===== src/verilog/ams_pkg.sv =====
package ams_pkg;
   localparam int ADDR_W = 21;
   localparam int BANK_W = 2;
   localparam int DATA_W = 16;
   localparam int BE_W = 2;
   localparam int SPACES = 4;
   localparam int WAIT_W = 4;
   localparam int SETUP_W = 4;
   localparam int STROBE_W = 6;
   localparam int HOLD_W = 3;
   localparam int TA_W = 2;
   localparam int MAX_EXT_WAIT_FIELD_W = 8;
   localparam int BEATS_W = 2;
   localparam int CNT_W = 6;
   localparam int WCNT_W = 13;
   localparam int WAIT_UNIT_SHIFT = 4;
   localparam logic [CNT_W-1:0] CNT_RESET = 6'h00;
   localparam logic [WCNT_W-1:0] WCNT_RESET = 13'h0000;
   localparam logic [CNT_W-1:0] TA_DIR_CHANGE = 6'h01;

   typedef enum logic [2:0] {
      AMS_IDLE = 3'h0,
      AMS_TURN = 3'h1,
      AMS_SETUP = 3'h3,
      AMS_STROBE = 3'h2,
      AMS_HOLD = 3'h6
   } ams_state_t;
endpackage


===== src/verilog/ams_sequencer.sv =====
`timescale 1ns/10ps
module ams_sequencer #(
   parameter int SPACES = 4
) (
   input wire logic core_clk_i,
   input wire logic rst_i,
   input wire logic req_valid_i,
   input wire logic req_write_i,
   input wire logic [1:0] req_space_i,
   input wire logic [ams_pkg::ADDR_W-1:0] req_addr_i,
   input wire logic [ams_pkg::BANK_W-1:0] req_bank_i,
   input wire logic [ams_pkg::BE_W-1:0] req_be_n_i,
   input wire logic [ams_pkg::DATA_W-1:0] req_wdata_i,
   input wire logic [ams_pkg::BEATS_W-1:0] req_beats_i,
   output logic req_take_o,
   output logic req_done_o,
   output logic req_abort_o,
   output logic [ams_pkg::DATA_W-1:0] rd_data_o,
   output logic rd_valid_o,
   output logic timeout_o,
   output logic busy_o,
   input wire logic [SPACES-1:0] cfg_select_strobe_i,
   input wire logic [SPACES-1:0] cfg_ext_wait_en_i,
   input wire logic [SPACES-1:0][ams_pkg::TA_W-1:0] cfg_turnaround_count_i,
   input wire logic [SPACES-1:0][ams_pkg::SETUP_W-1:0] cfg_r_setup_i,
   input wire logic [SPACES-1:0][ams_pkg::STROBE_W-1:0] cfg_r_strobe_i,
   input wire logic [SPACES-1:0][ams_pkg::HOLD_W-1:0] cfg_r_hold_i,
   input wire logic [SPACES-1:0][ams_pkg::SETUP_W-1:0] cfg_w_setup_i,
   input wire logic [SPACES-1:0][ams_pkg::STROBE_W-1:0] cfg_w_strobe_i,
   input wire logic [SPACES-1:0][ams_pkg::HOLD_W-1:0] cfg_w_hold_i,
   input wire logic [ams_pkg::MAX_EXT_WAIT_FIELD_W-1:0] max_ext_wait_field_i,
   output logic [ams_pkg::ADDR_W-1:0] mem_address_out_o,
   output logic [ams_pkg::BANK_W-1:0] mem_bank_address_out_o,
   output logic [ams_pkg::BE_W-1:0] mem_byte_enable_n_o,
   input wire logic [ams_pkg::DATA_W-1:0] mem_data_bus_i,
   output logic [ams_pkg::DATA_W-1:0] mem_data_bus_o,
   output logic mem_data_bus_oe_o,
   output logic mem_direction_o,
   output logic [SPACES-1:0] mem_chip_select_n_o,
   output logic mem_write_enable_n_o,
   output logic mem_output_enable_n_o,
   input wire logic [ams_pkg::WAIT_W-1:0] mem_wait_in_i
);

   // ==========================================================
   // Declarations
   ams_pkg::ams_state_t state_reg, state_next;
   logic [ams_pkg::CNT_W-1:0] cnt_reg, cnt_next;
   logic [ams_pkg::SETUP_W-1:0] setup_reg;
   logic [ams_pkg::STROBE_W-1:0] strobe_reg;
   logic [ams_pkg::HOLD_W-1:0] hold_reg;
   logic [ams_pkg::BEATS_W-1:0] beats_reg;
   logic [1:0] space_reg;
   logic write_reg, ss_reg, ew_reg;
   logic [ams_pkg::WCNT_W-1:0] wcnt_reg, wait_limit;
   logic [ams_pkg::WAIT_W-1:0] wait_s1_reg, wait_s2_reg;
   logic [ams_pkg::DATA_W-1:0] capture_reg;
   logic capture_valid_reg;
   logic take_first, take_next, strobe_end, timeout_hit, waiting;
   logic [ams_pkg::CNT_W-1:0] ta_eff;
   logic write_next, ss_next, in_cycle_next;
   logic [1:0] space_next;

   // ==========================================================
   // Wait input synchroniser
   always_ff @(posedge core_clk_i) begin
      if (rst_i) begin
         wait_s1_reg <= '0;
         wait_s2_reg <= '0;
      end else begin
         wait_s1_reg <= mem_wait_in_i;
         wait_s2_reg <= wait_s1_reg;
      end
   end

   // Timeout limit is (field + 1) * 16 interface clocks
   assign wait_limit = (ams_pkg::WCNT_W'(max_ext_wait_field_i) + 13'h0001) << ams_pkg::WAIT_UNIT_SHIFT;
   assign waiting = ew_reg && (|wait_s2_reg);
   assign timeout_hit = (wcnt_reg >= wait_limit);

   // ==========================================================
   // Turnaround selection
   always_comb begin
      ta_eff = ams_pkg::CNT_W'(cfg_turnaround_count_i[req_space_i]);
      if (state_reg == ams_pkg::AMS_HOLD) begin
         // Back to back with the access just finishing
         if (write_reg == req_write_i) begin
            ta_eff = ams_pkg::CNT_RESET;
         end else if (cfg_turnaround_count_i[req_space_i] == '0) begin
            ta_eff = ams_pkg::TA_DIR_CHANGE;
         end
      end
   end

   // ==========================================================
   // Sequencer
   always_comb begin
      state_next = state_reg;
      cnt_next = cnt_reg;
      take_first = 1'b0;
      take_next = 1'b0;
      strobe_end = 1'b0;
      req_done_o = 1'b0;
      req_abort_o = 1'b0;
      case (state_reg)
         ams_pkg::AMS_IDLE: begin
            if (req_valid_i) begin
               if (ta_eff == '0) begin
                  state_next = ams_pkg::AMS_SETUP;
                  take_first = 1'b1;
               end else begin
                  state_next = ams_pkg::AMS_TURN;
                  cnt_next = ta_eff - 6'h01;
               end
            end
         end
         ams_pkg::AMS_TURN: begin
            if (cnt_reg != '0) begin
               cnt_next = cnt_reg - 6'h01;
            end else if (req_valid_i) begin
               state_next = ams_pkg::AMS_SETUP;
               take_first = 1'b1;
            end else begin
               state_next = ams_pkg::AMS_IDLE;
               req_abort_o = 1'b1;
            end
         end
         ams_pkg::AMS_SETUP: begin
            if (cnt_reg != '0) begin
               cnt_next = cnt_reg - 6'h01;
            end else begin
               state_next = ams_pkg::AMS_STROBE;
               cnt_next = ams_pkg::CNT_W'(strobe_reg);
            end
         end
         ams_pkg::AMS_STROBE: begin
            if (cnt_reg != '0) begin
               cnt_next = cnt_reg - 6'h01;
            end else if (waiting && !timeout_hit) begin
               cnt_next = cnt_reg;
            end else begin
               state_next = ams_pkg::AMS_HOLD;
               strobe_end = 1'b1;
               cnt_next = ams_pkg::CNT_W'(hold_reg);
            end
         end
         ams_pkg::AMS_HOLD: begin
            if (cnt_reg != '0) begin
               cnt_next = cnt_reg - 6'h01;
            end else if (beats_reg != '0) begin
               // Narrow device: straight back to setup, counts untouched
               state_next = ams_pkg::AMS_SETUP;
               take_next = 1'b1;
               cnt_next = ams_pkg::CNT_W'(setup_reg);
            end else begin
               req_done_o = 1'b1;
               if (req_valid_i) begin
                  if (ta_eff == '0) begin
                     state_next = ams_pkg::AMS_SETUP;
                     take_first = 1'b1;
                  end else begin
                     state_next = ams_pkg::AMS_TURN;
                     cnt_next = ta_eff - 6'h01;
                  end
               end else begin
                  state_next = ams_pkg::AMS_IDLE;
               end
            end
         end
         default: begin
            state_next = ams_pkg::AMS_IDLE;
            cnt_next = ams_pkg::CNT_RESET;
         end
      endcase
      if (take_first) begin
         cnt_next = req_write_i ? ams_pkg::CNT_W'(cfg_w_setup_i[req_space_i])
                                : ams_pkg::CNT_W'(cfg_r_setup_i[req_space_i]);
      end
   end

   assign req_take_o = take_first;
   assign busy_o = (state_reg != ams_pkg::AMS_IDLE);

   always_ff @(posedge core_clk_i) begin
      if (rst_i) begin
         state_reg <= ams_pkg::AMS_IDLE;
         cnt_reg <= ams_pkg::CNT_RESET;
      end else begin
         state_reg <= state_next;
         cnt_reg <= cnt_next;
      end
   end

   // ==========================================================
   // Request capture and timing counts
   always_ff @(posedge core_clk_i) begin
      if (rst_i) begin
         setup_reg <= '0;
         strobe_reg <= '0;
         hold_reg <= '0;
         beats_reg <= '0;
         space_reg <= 2'h0;
         write_reg <= 1'b0;
         ss_reg <= 1'b0;
         ew_reg <= 1'b0;
      end else if (take_first) begin
         // Counts are loaded once per request so later beats reuse them
         if (req_write_i) begin
            setup_reg <= cfg_w_setup_i[req_space_i];
            strobe_reg <= cfg_w_strobe_i[req_space_i];
            hold_reg <= cfg_w_hold_i[req_space_i];
         end else begin
            setup_reg <= cfg_r_setup_i[req_space_i];
            strobe_reg <= cfg_r_strobe_i[req_space_i];
            hold_reg <= cfg_r_hold_i[req_space_i];
         end
         beats_reg <= req_beats_i;
         space_reg <= req_space_i;
         write_reg <= req_write_i;
         ss_reg <= cfg_select_strobe_i[req_space_i];
         ew_reg <= cfg_ext_wait_en_i[req_space_i];
      end else if (take_next) begin
         beats_reg <= beats_reg - 2'h1;
      end
   end

   // ==========================================================
   // Extended wait counter
   always_ff @(posedge core_clk_i) begin
      if (rst_i) begin
         wcnt_reg <= ams_pkg::WCNT_RESET;
         timeout_o <= 1'b0;
      end else begin
         timeout_o <= strobe_end && waiting;
         if (state_reg == ams_pkg::AMS_STROBE && cnt_reg == '0 && waiting) begin
            wcnt_reg <= wcnt_reg + 13'h0001;
         end else begin
            wcnt_reg <= ams_pkg::WCNT_RESET;
         end
      end
   end

   // ==========================================================
   // Memory pins
   assign write_next = take_first ? req_write_i : write_reg;
   assign ss_next = take_first ? cfg_select_strobe_i[req_space_i] : ss_reg;
   assign space_next = take_first ? req_space_i : space_reg;
   assign in_cycle_next = (state_next == ams_pkg::AMS_SETUP) || (state_next == ams_pkg::AMS_STROBE) ||
                          (state_next == ams_pkg::AMS_HOLD);

   always_ff @(posedge core_clk_i) begin
      if (rst_i) begin
         mem_chip_select_n_o <= '1;
         mem_direction_o <= 1'b1;
         mem_write_enable_n_o <= 1'b1;
         mem_output_enable_n_o <= 1'b1;
         mem_data_bus_oe_o <= 1'b0;
      end else begin
         mem_chip_select_n_o <= '1;
         if (ss_next ? (state_next == ams_pkg::AMS_STROBE) : in_cycle_next) begin
            mem_chip_select_n_o[space_next] <= 1'b0;
         end
         mem_direction_o <= !(write_next && in_cycle_next);
         mem_write_enable_n_o <= !(write_next && state_next == ams_pkg::AMS_STROBE);
         mem_output_enable_n_o <= !(!write_next && state_next == ams_pkg::AMS_STROBE);
         mem_data_bus_oe_o <= write_next && in_cycle_next;
      end
   end

   // Address and data change only when a beat is taken
   always_ff @(posedge core_clk_i) begin
      if (rst_i) begin
         mem_address_out_o <= '0;
         mem_bank_address_out_o <= '0;
         mem_data_bus_o <= '0;
         mem_byte_enable_n_o <= '1;
      end else begin
         if (take_first) begin
            mem_address_out_o <= req_addr_i;
            mem_bank_address_out_o <= req_bank_i;
         end else if (take_next) begin
            mem_address_out_o <= mem_address_out_o + 21'h000001;
         end
         if (take_first || take_next) begin
            mem_data_bus_o <= req_wdata_i;
            mem_byte_enable_n_o <= req_be_n_i;
         end else if (!in_cycle_next) begin
            mem_byte_enable_n_o <= '1;
         end
      end
   end

   // ==========================================================
   // Read data: the capture flop is read only by the output flop
   always_ff @(posedge core_clk_i) begin
      if (rst_i) begin
         capture_reg <= '0;
         capture_valid_reg <= 1'b0;
         rd_data_o <= '0;
         rd_valid_o <= 1'b0;
      end else begin
         if (strobe_end && !write_reg) begin
            capture_reg <= mem_data_bus_i;
         end
         capture_valid_reg <= strobe_end && !write_reg;
         rd_data_o <= capture_reg;
         rd_valid_o <= capture_valid_reg;
      end
   end

   // ==========================================================
   // Checks
   property p_oe_write;
      @(posedge core_clk_i) disable iff (rst_i)
      (state_reg != ams_pkg::AMS_IDLE && state_reg != ams_pkg::AMS_TURN && write_reg) |-> mem_output_enable_n_o;
   endproperty
   a_oe_write: assert property (p_oe_write) else $error("output enable low during write");

   property p_read_pins;
      @(posedge core_clk_i) disable iff (rst_i)
      (state_reg == ams_pkg::AMS_STROBE && !write_reg) |-> (mem_write_enable_n_o && mem_direction_o && !mem_output_enable_n_o);
   endproperty
   a_read_pins: assert property (p_read_pins) else $error("read strobe pin levels wrong");

   property p_ss_select;
      @(posedge core_clk_i) disable iff (rst_i)
      (state_reg == ams_pkg::AMS_SETUP && ss_reg) |-> (&mem_chip_select_n_o);
   endproperty
   a_ss_select: assert property (p_ss_select) else $error("select active outside strobe");

   property p_normal_select;
      @(posedge core_clk_i) disable iff (rst_i)
      (state_reg == ams_pkg::AMS_SETUP && !ss_reg) |-> !mem_chip_select_n_o[space_reg];
   endproperty
   a_normal_select: assert property (p_normal_select) else $error("select not low in setup");

   property p_we_strobe;
      @(posedge core_clk_i) disable iff (rst_i)
      ($rose(state_reg == ams_pkg::AMS_STROBE) && write_reg) |-> !mem_write_enable_n_o ##1
      (!mem_write_enable_n_o || state_reg == ams_pkg::AMS_HOLD);
   endproperty
   a_we_strobe: assert property (p_we_strobe) else $error("write enable strobe wrong");

   property p_no_turn;
      @(posedge core_clk_i) disable iff (rst_i)
      (req_done_o && req_valid_i && req_write_i == write_reg) |=> (state_reg == ams_pkg::AMS_SETUP);
   endproperty
   a_no_turn: assert property (p_no_turn) else $error("turnaround inserted for same direction");

   property p_read_data;
      @(posedge core_clk_i) disable iff (rst_i)
      (strobe_end && !write_reg) |-> ##2 rd_valid_o;
   endproperty
   a_read_data: assert property (p_read_data) else $error("read data not delivered");

   property p_beat_counts;
      @(posedge core_clk_i) disable iff (rst_i)
      take_next |=> ($stable(strobe_reg) && $stable(hold_reg) && cnt_reg == ams_pkg::CNT_W'(setup_reg));
   endproperty
   a_beat_counts: assert property (p_beat_counts) else $error("counts reloaded on later beat");

   property p_timeout;
      @(posedge core_clk_i) disable iff (rst_i)
      timeout_o |-> (state_reg == ams_pkg::AMS_HOLD && $past(timeout_hit));
   endproperty
   a_timeout: assert property (p_timeout) else $error("timeout without expiry");

   property p_addr_stable;
      @(posedge core_clk_i) disable iff (rst_i)
      (state_reg == ams_pkg::AMS_STROBE || state_reg == ams_pkg::AMS_HOLD) |->
      ($stable(mem_address_out_o) && $stable(mem_data_bus_o) && $stable(mem_byte_enable_n_o));
   endproperty
   a_addr_stable: assert property (p_addr_stable) else $error("address or data moved in cycle");

endmodule // ams_sequencer

===== config.mk =====
export PLATFORM = sky130hd
export DESIGN_NAME = ams_sequencer
export DESIGN_NICKNAME = d
export VERILOG_FILES = /design/src/verilog/ams_pkg.sv /design/src/verilog/ams_sequencer.sv
export SDC_FILE = /design/constraint.sdc
export NUM_CORES = 1
export LEC_CHECK = 0
export ABC_CLOCK_PERIOD_IN_PS = 3400
export BUFFER_PORTS_ARGS = -buffer_cell sky130_fd_sc_hd__buf_4
export CAP_MARGIN = 20
export CORE_AREA = 2 2 128 130
export CTS_CLUSTER_DIAMETER = 80
export DETAILED_ROUTE_END_ITERATION = 7
export DIE_AREA = 0 0 130 132
export PLACE_DENSITY = 0.85
export SETUP_SLACK_MARGIN = 0.1
export SLEW_MARGIN = 10
export SYNTH_ARGS = -nofsm -noshare
export SYNTH_HDL_FRONTEND = slang
export SYNTH_SLANG_ARGS = --single-unit

===== constraint.sdc =====
create_clock -name core_clk_i -period 3.4 [get_ports core_clk_i]
set_clock_uncertainty 0.05 [all_clocks]
set_input_delay 0.85 -clock core_clk_i [delete_from_list [all_inputs] [get_ports core_clk_i]]
set_output_delay 0.85 -clock core_clk_i [all_outputs]
set_load 0.01 [all_outputs]

==> results by group <==
CTS
  • Clk pin slew, worst setup/hold paths: around 0.06 ns
  • Htree depth: 4
  • CTS Root Cell: clkbuf_16
  • Number of CTS-inserted buffers: 17
  • CTS tree: built
  • CTS Buffer Depth: 2
  • Cts hold-fix bufs: 0
  • CTS sink cnt: between 100 and 150
  • Clk_lat worst skew: 0.41 ns

Setup path
  • CP cell instances: inv_1 > ha_2 > or3b_4 > nor2_1 > nand3_1 > nor2_1 > buf_4
  • Crit-path slowest cell: or3b_4
  • CP Capture Type: primary output
  • CP required: about 2.5 ns
  • Critical Path Start Type: flop
  • Max Fanout on Critical Path: 6
  • Most used cell, CP: nor2_1
  • Data arrival, critical path: between 2 and 2.5 ns
  • Crit path buffers/inverters: 2
  • Crit path kind: reg -> out
  • Delay-heaviest family, CP: simple AND/OR/NAND/NOR gates
  • Critical path's largest stage delay: around 0.45 ns

Drt
  • DR WL/cell: between 15 and 20 microns
  • Final wirelength: around 21000 microns
  • Initial DRC Count: roughly 450
  • Post-DR vias/cell: 5.44
  • Detail Route Antenna Nets: 0
  • DRC: 0
  • Vias: just under 7000
  • DR pass1 iterations: 5

Synthesis
  • Synthesized area: approximately 7000 sq um
  • Synth Area in Compound Gates: 0.145
  • EDFF count, synth: 0
  • FFs w/ async S/R, synth: 0
  • Mux share of post-synthesis cell area: 0.150
  • Synth Area in Adders: 0.0271
  • Yosys reg bits: 134
  • YS warnings: 0
  • Main combinational cell family by area after synthesis: simple AND/OR/NAND/NOR gates
  • Yosys cell types: 69
  • Post-Syn Instances: approximately 750
  • Mean post-synth cell area: 9.22 sq um
  • XOR/XNOR Fraction of Synth Area: 0.0366
  • Top_reg_cell synth: dfxtp_1
  • Sequential fraction of the synthesis area: 0.387
  • Synth Area in Simple Gates: 0.210
  • Syn nets: ~960

GRT
  • GR Util All Layers: 0.238
  • First-pass GRT wire length: between 30000 and 40000 microns
  • Initial antenna violation count: 0
  • Gr ovfl total: 0
  • Pin count of the biggest net entering global routing: 67
  • Vias in the first global route: ~6700

Placed design
  • Number of port buffers: about 270
  • Placer Congestion: 0.932
  • Placed cells: approximately 1200
  • Hpwl dp: between 15000 and 20000 microns

Layout
  • Largest reg by FF count: mem_address_out_o
  • Final Util: 0.619
  • Fill cells: between 1000 and 1500
  • Net count, final: between 1000 and 1500
  • Max reg flops: 21
  • # diodes: 0
  • Area Growth Syn to Fin: 40.4%
  • Final std cells w/o fill: between 1000 and 1500
  • Layout cells sized above 1: 0.365

STA
  • Final Hold Fails: 0
  • Final period util: 0.931
  • Final slew viol count: 0
  • Max Clk Rate: ~320 MHz
  • Slew @ Worst Pin: between 0.9 and 1 ns
  • Slew headroom: 0.364
  • Crit path time final: 3.17 ns
  • Hold WS: 0.385 ns
  • Final setup viols: 0
  • Setup_tns: 0 ns
  • RSZ-0062 raised after global routing: false

Pwr
  • Leakage power: about 4.0 nW
  • Sw Share: 0.358
  • Internal power: around 4.0 mW
  • Pwr/cell area: 640 nW/um^2
  • Reg power frac: 0.336
  • Clock power frac: 0.291
  • Peak VDD IR: ~380 uV
  • Net Switching: approximately 2.2 mW
  • Comb pwr share: 0.373

Floorplanning
  • Die area: around 17000 sq um
  • Chip Height: 132 microns
  • Row count: between 40 and 50
  • Total core area: 15700 sq um
  • Die X: between 100 and 150 microns
  • I/O pin total: between 200 and 300
  • Initial Util: 0.441

Min path
  • Worst min path class: reg -> reg

Job
  • Max_cap viols: 0

Run status
  • Status: finished clean
-- synth_stat cells, drive strengths merged, types with 3 or more instances --
library cell,count,area share
or3,5,0.0045
a2bb2oi,3,0.0038
a21oi,61,0.044
and4,3,0.0038
a21boi,3,0.0032
or4,4,0.0043
and3,4,0.0036
mux4,31,0.10
mux2i,34,0.049
inv,18,0.0097
nand2,75,0.041
nand2b,6,0.0054
and2,3,0.0027
a211oi,25,0.030
nor3,15,0.012
nor2,85,0.046
nor3b,6,0.0072
o22ai,5,0.0045
nand3,25,0.018
o221ai,4,0.0051
xnor2,14,0.018
a22oi,6,0.0085
clkbuf,24,0.013
o21ai,19,0.014
o211ai,3,0.0032
ha,15,0.027
nand4,10,0.0099
nor2b,28,0.025
a31oi,5,0.0045
nor4,8,0.012
buf,25,0.022
xor2,15,0.019
dfxtp,134,0.39
or2,5,0.0045
-- power groups by stage --
| stage | Sequential, mW | Clock, mW | Combinational (mW) |
|---|---|---|---|
| 2_1_floorplan | 2.09 | 0 | 1.44 |
| 3_3_place_gp | 2.11 | 0 | 2.22 |
| 3_5_place_dp | 2.12 | 0 | 2.26 |
| 4_1_cts | 2.09 | 1.84 | 2.28 |
| 5_1_grt | 2.12 | 1.90 | 2.53 |
| 6_report | 2.09 | 1.81 | 2.32 |
-- metrics by stage --
stage	worst slack, ns	area (sq um)	power, mW
4_1_cts	0.166	9710	6.21
2_1_floorplan	0.138	6940	3.53
6_report	0.235	9730	6.23
5_1_grt	0.119	9730	6.56
3_3_place_gp	-0.0440	9130	4.32
3_5_place_dp	-0.166	9130	4.38
-- final cells by class --
cell class / count / area [sq um] / share of cell area
multi-input combinational: 551 / 3960 / 0.407
sequential: 134 / 2680 / 0.276
timing repair buffer: 288 / 2170 / 0.223
clock buffer: 19 / 433 / 0.0445
tap: 216 / 270 / 0.0278
clock inverter: 13 / 148 / 0.0152
inverter: 18 / 67.6 / 0.00694
-- path summary, 6_finish.rpt --
check / start / to / slack [ns] / cells past startpoint
setup / recovery: cnt_reg[0]$_SDFFE_PP0P_ / req_abort_o / 0.23 / 7
setup reg to reg: cnt_reg[0]$_SDFFE_PP0P_ / cnt_reg[1]$_SDFFE_PP0P_ / 0.54 / 11
hold / removal: wait_s1_reg[0]$_SDFF_PP0_ / wait_s2_reg[0]$_SDFF_PP0_ / 0.38 / 1
hold reg to reg: wait_s1_reg[0]$_SDFF_PP0_ / wait_s2_reg[0]$_SDFF_PP0_ / 0.38 / 1
-- cells in the final DEF (no fill, tap or decap), drive strengths merged, types with 5 or more instances in the layout --
master	count
a211oi	25
a21oi	61
a22oi	6
a31oi	5
buf	288
clkbuf	19
dfxtp	134
ha	15
inv	22
mux2i	34
mux4	31
nand2	75
nand2b	6
nand3	25
nand4	10
nor2	85
nor2b	28
nor3	15
nor3b	6
nor4	8
o21ai	19
o22ai	5
or2	5
or3	5
xnor2	14
xor2	15
-- repair_timing --
| item | CTS | global route |
|---|---|---|
| gates resized for setup | 0 | 2 |
| setup buffers | 0 | 3 |
| setup endpoints to repair | 0 | 3 |
-- logic make-up after synthesis --
group / after synthesis
AO/OA/AOI/OAI: 153
XOR/XNOR: 29
adder cells (fa/ha/maj): 15
buffers and inverters: 67
flip-flops: 134
multiplexers: 65
AND/OR/NAND/NOR: 289
-- routing by layer --
metal,GRT usage,share of wire,vias to the layer above
met5,0,0,-
li1,-,-,3243
met2,0.415,0.50,306
met1,0.289,0.40,3144
met3,0.0548,0.072,42
met4,0.0765,0.021,0
Power figures use the tool's default switching activity.
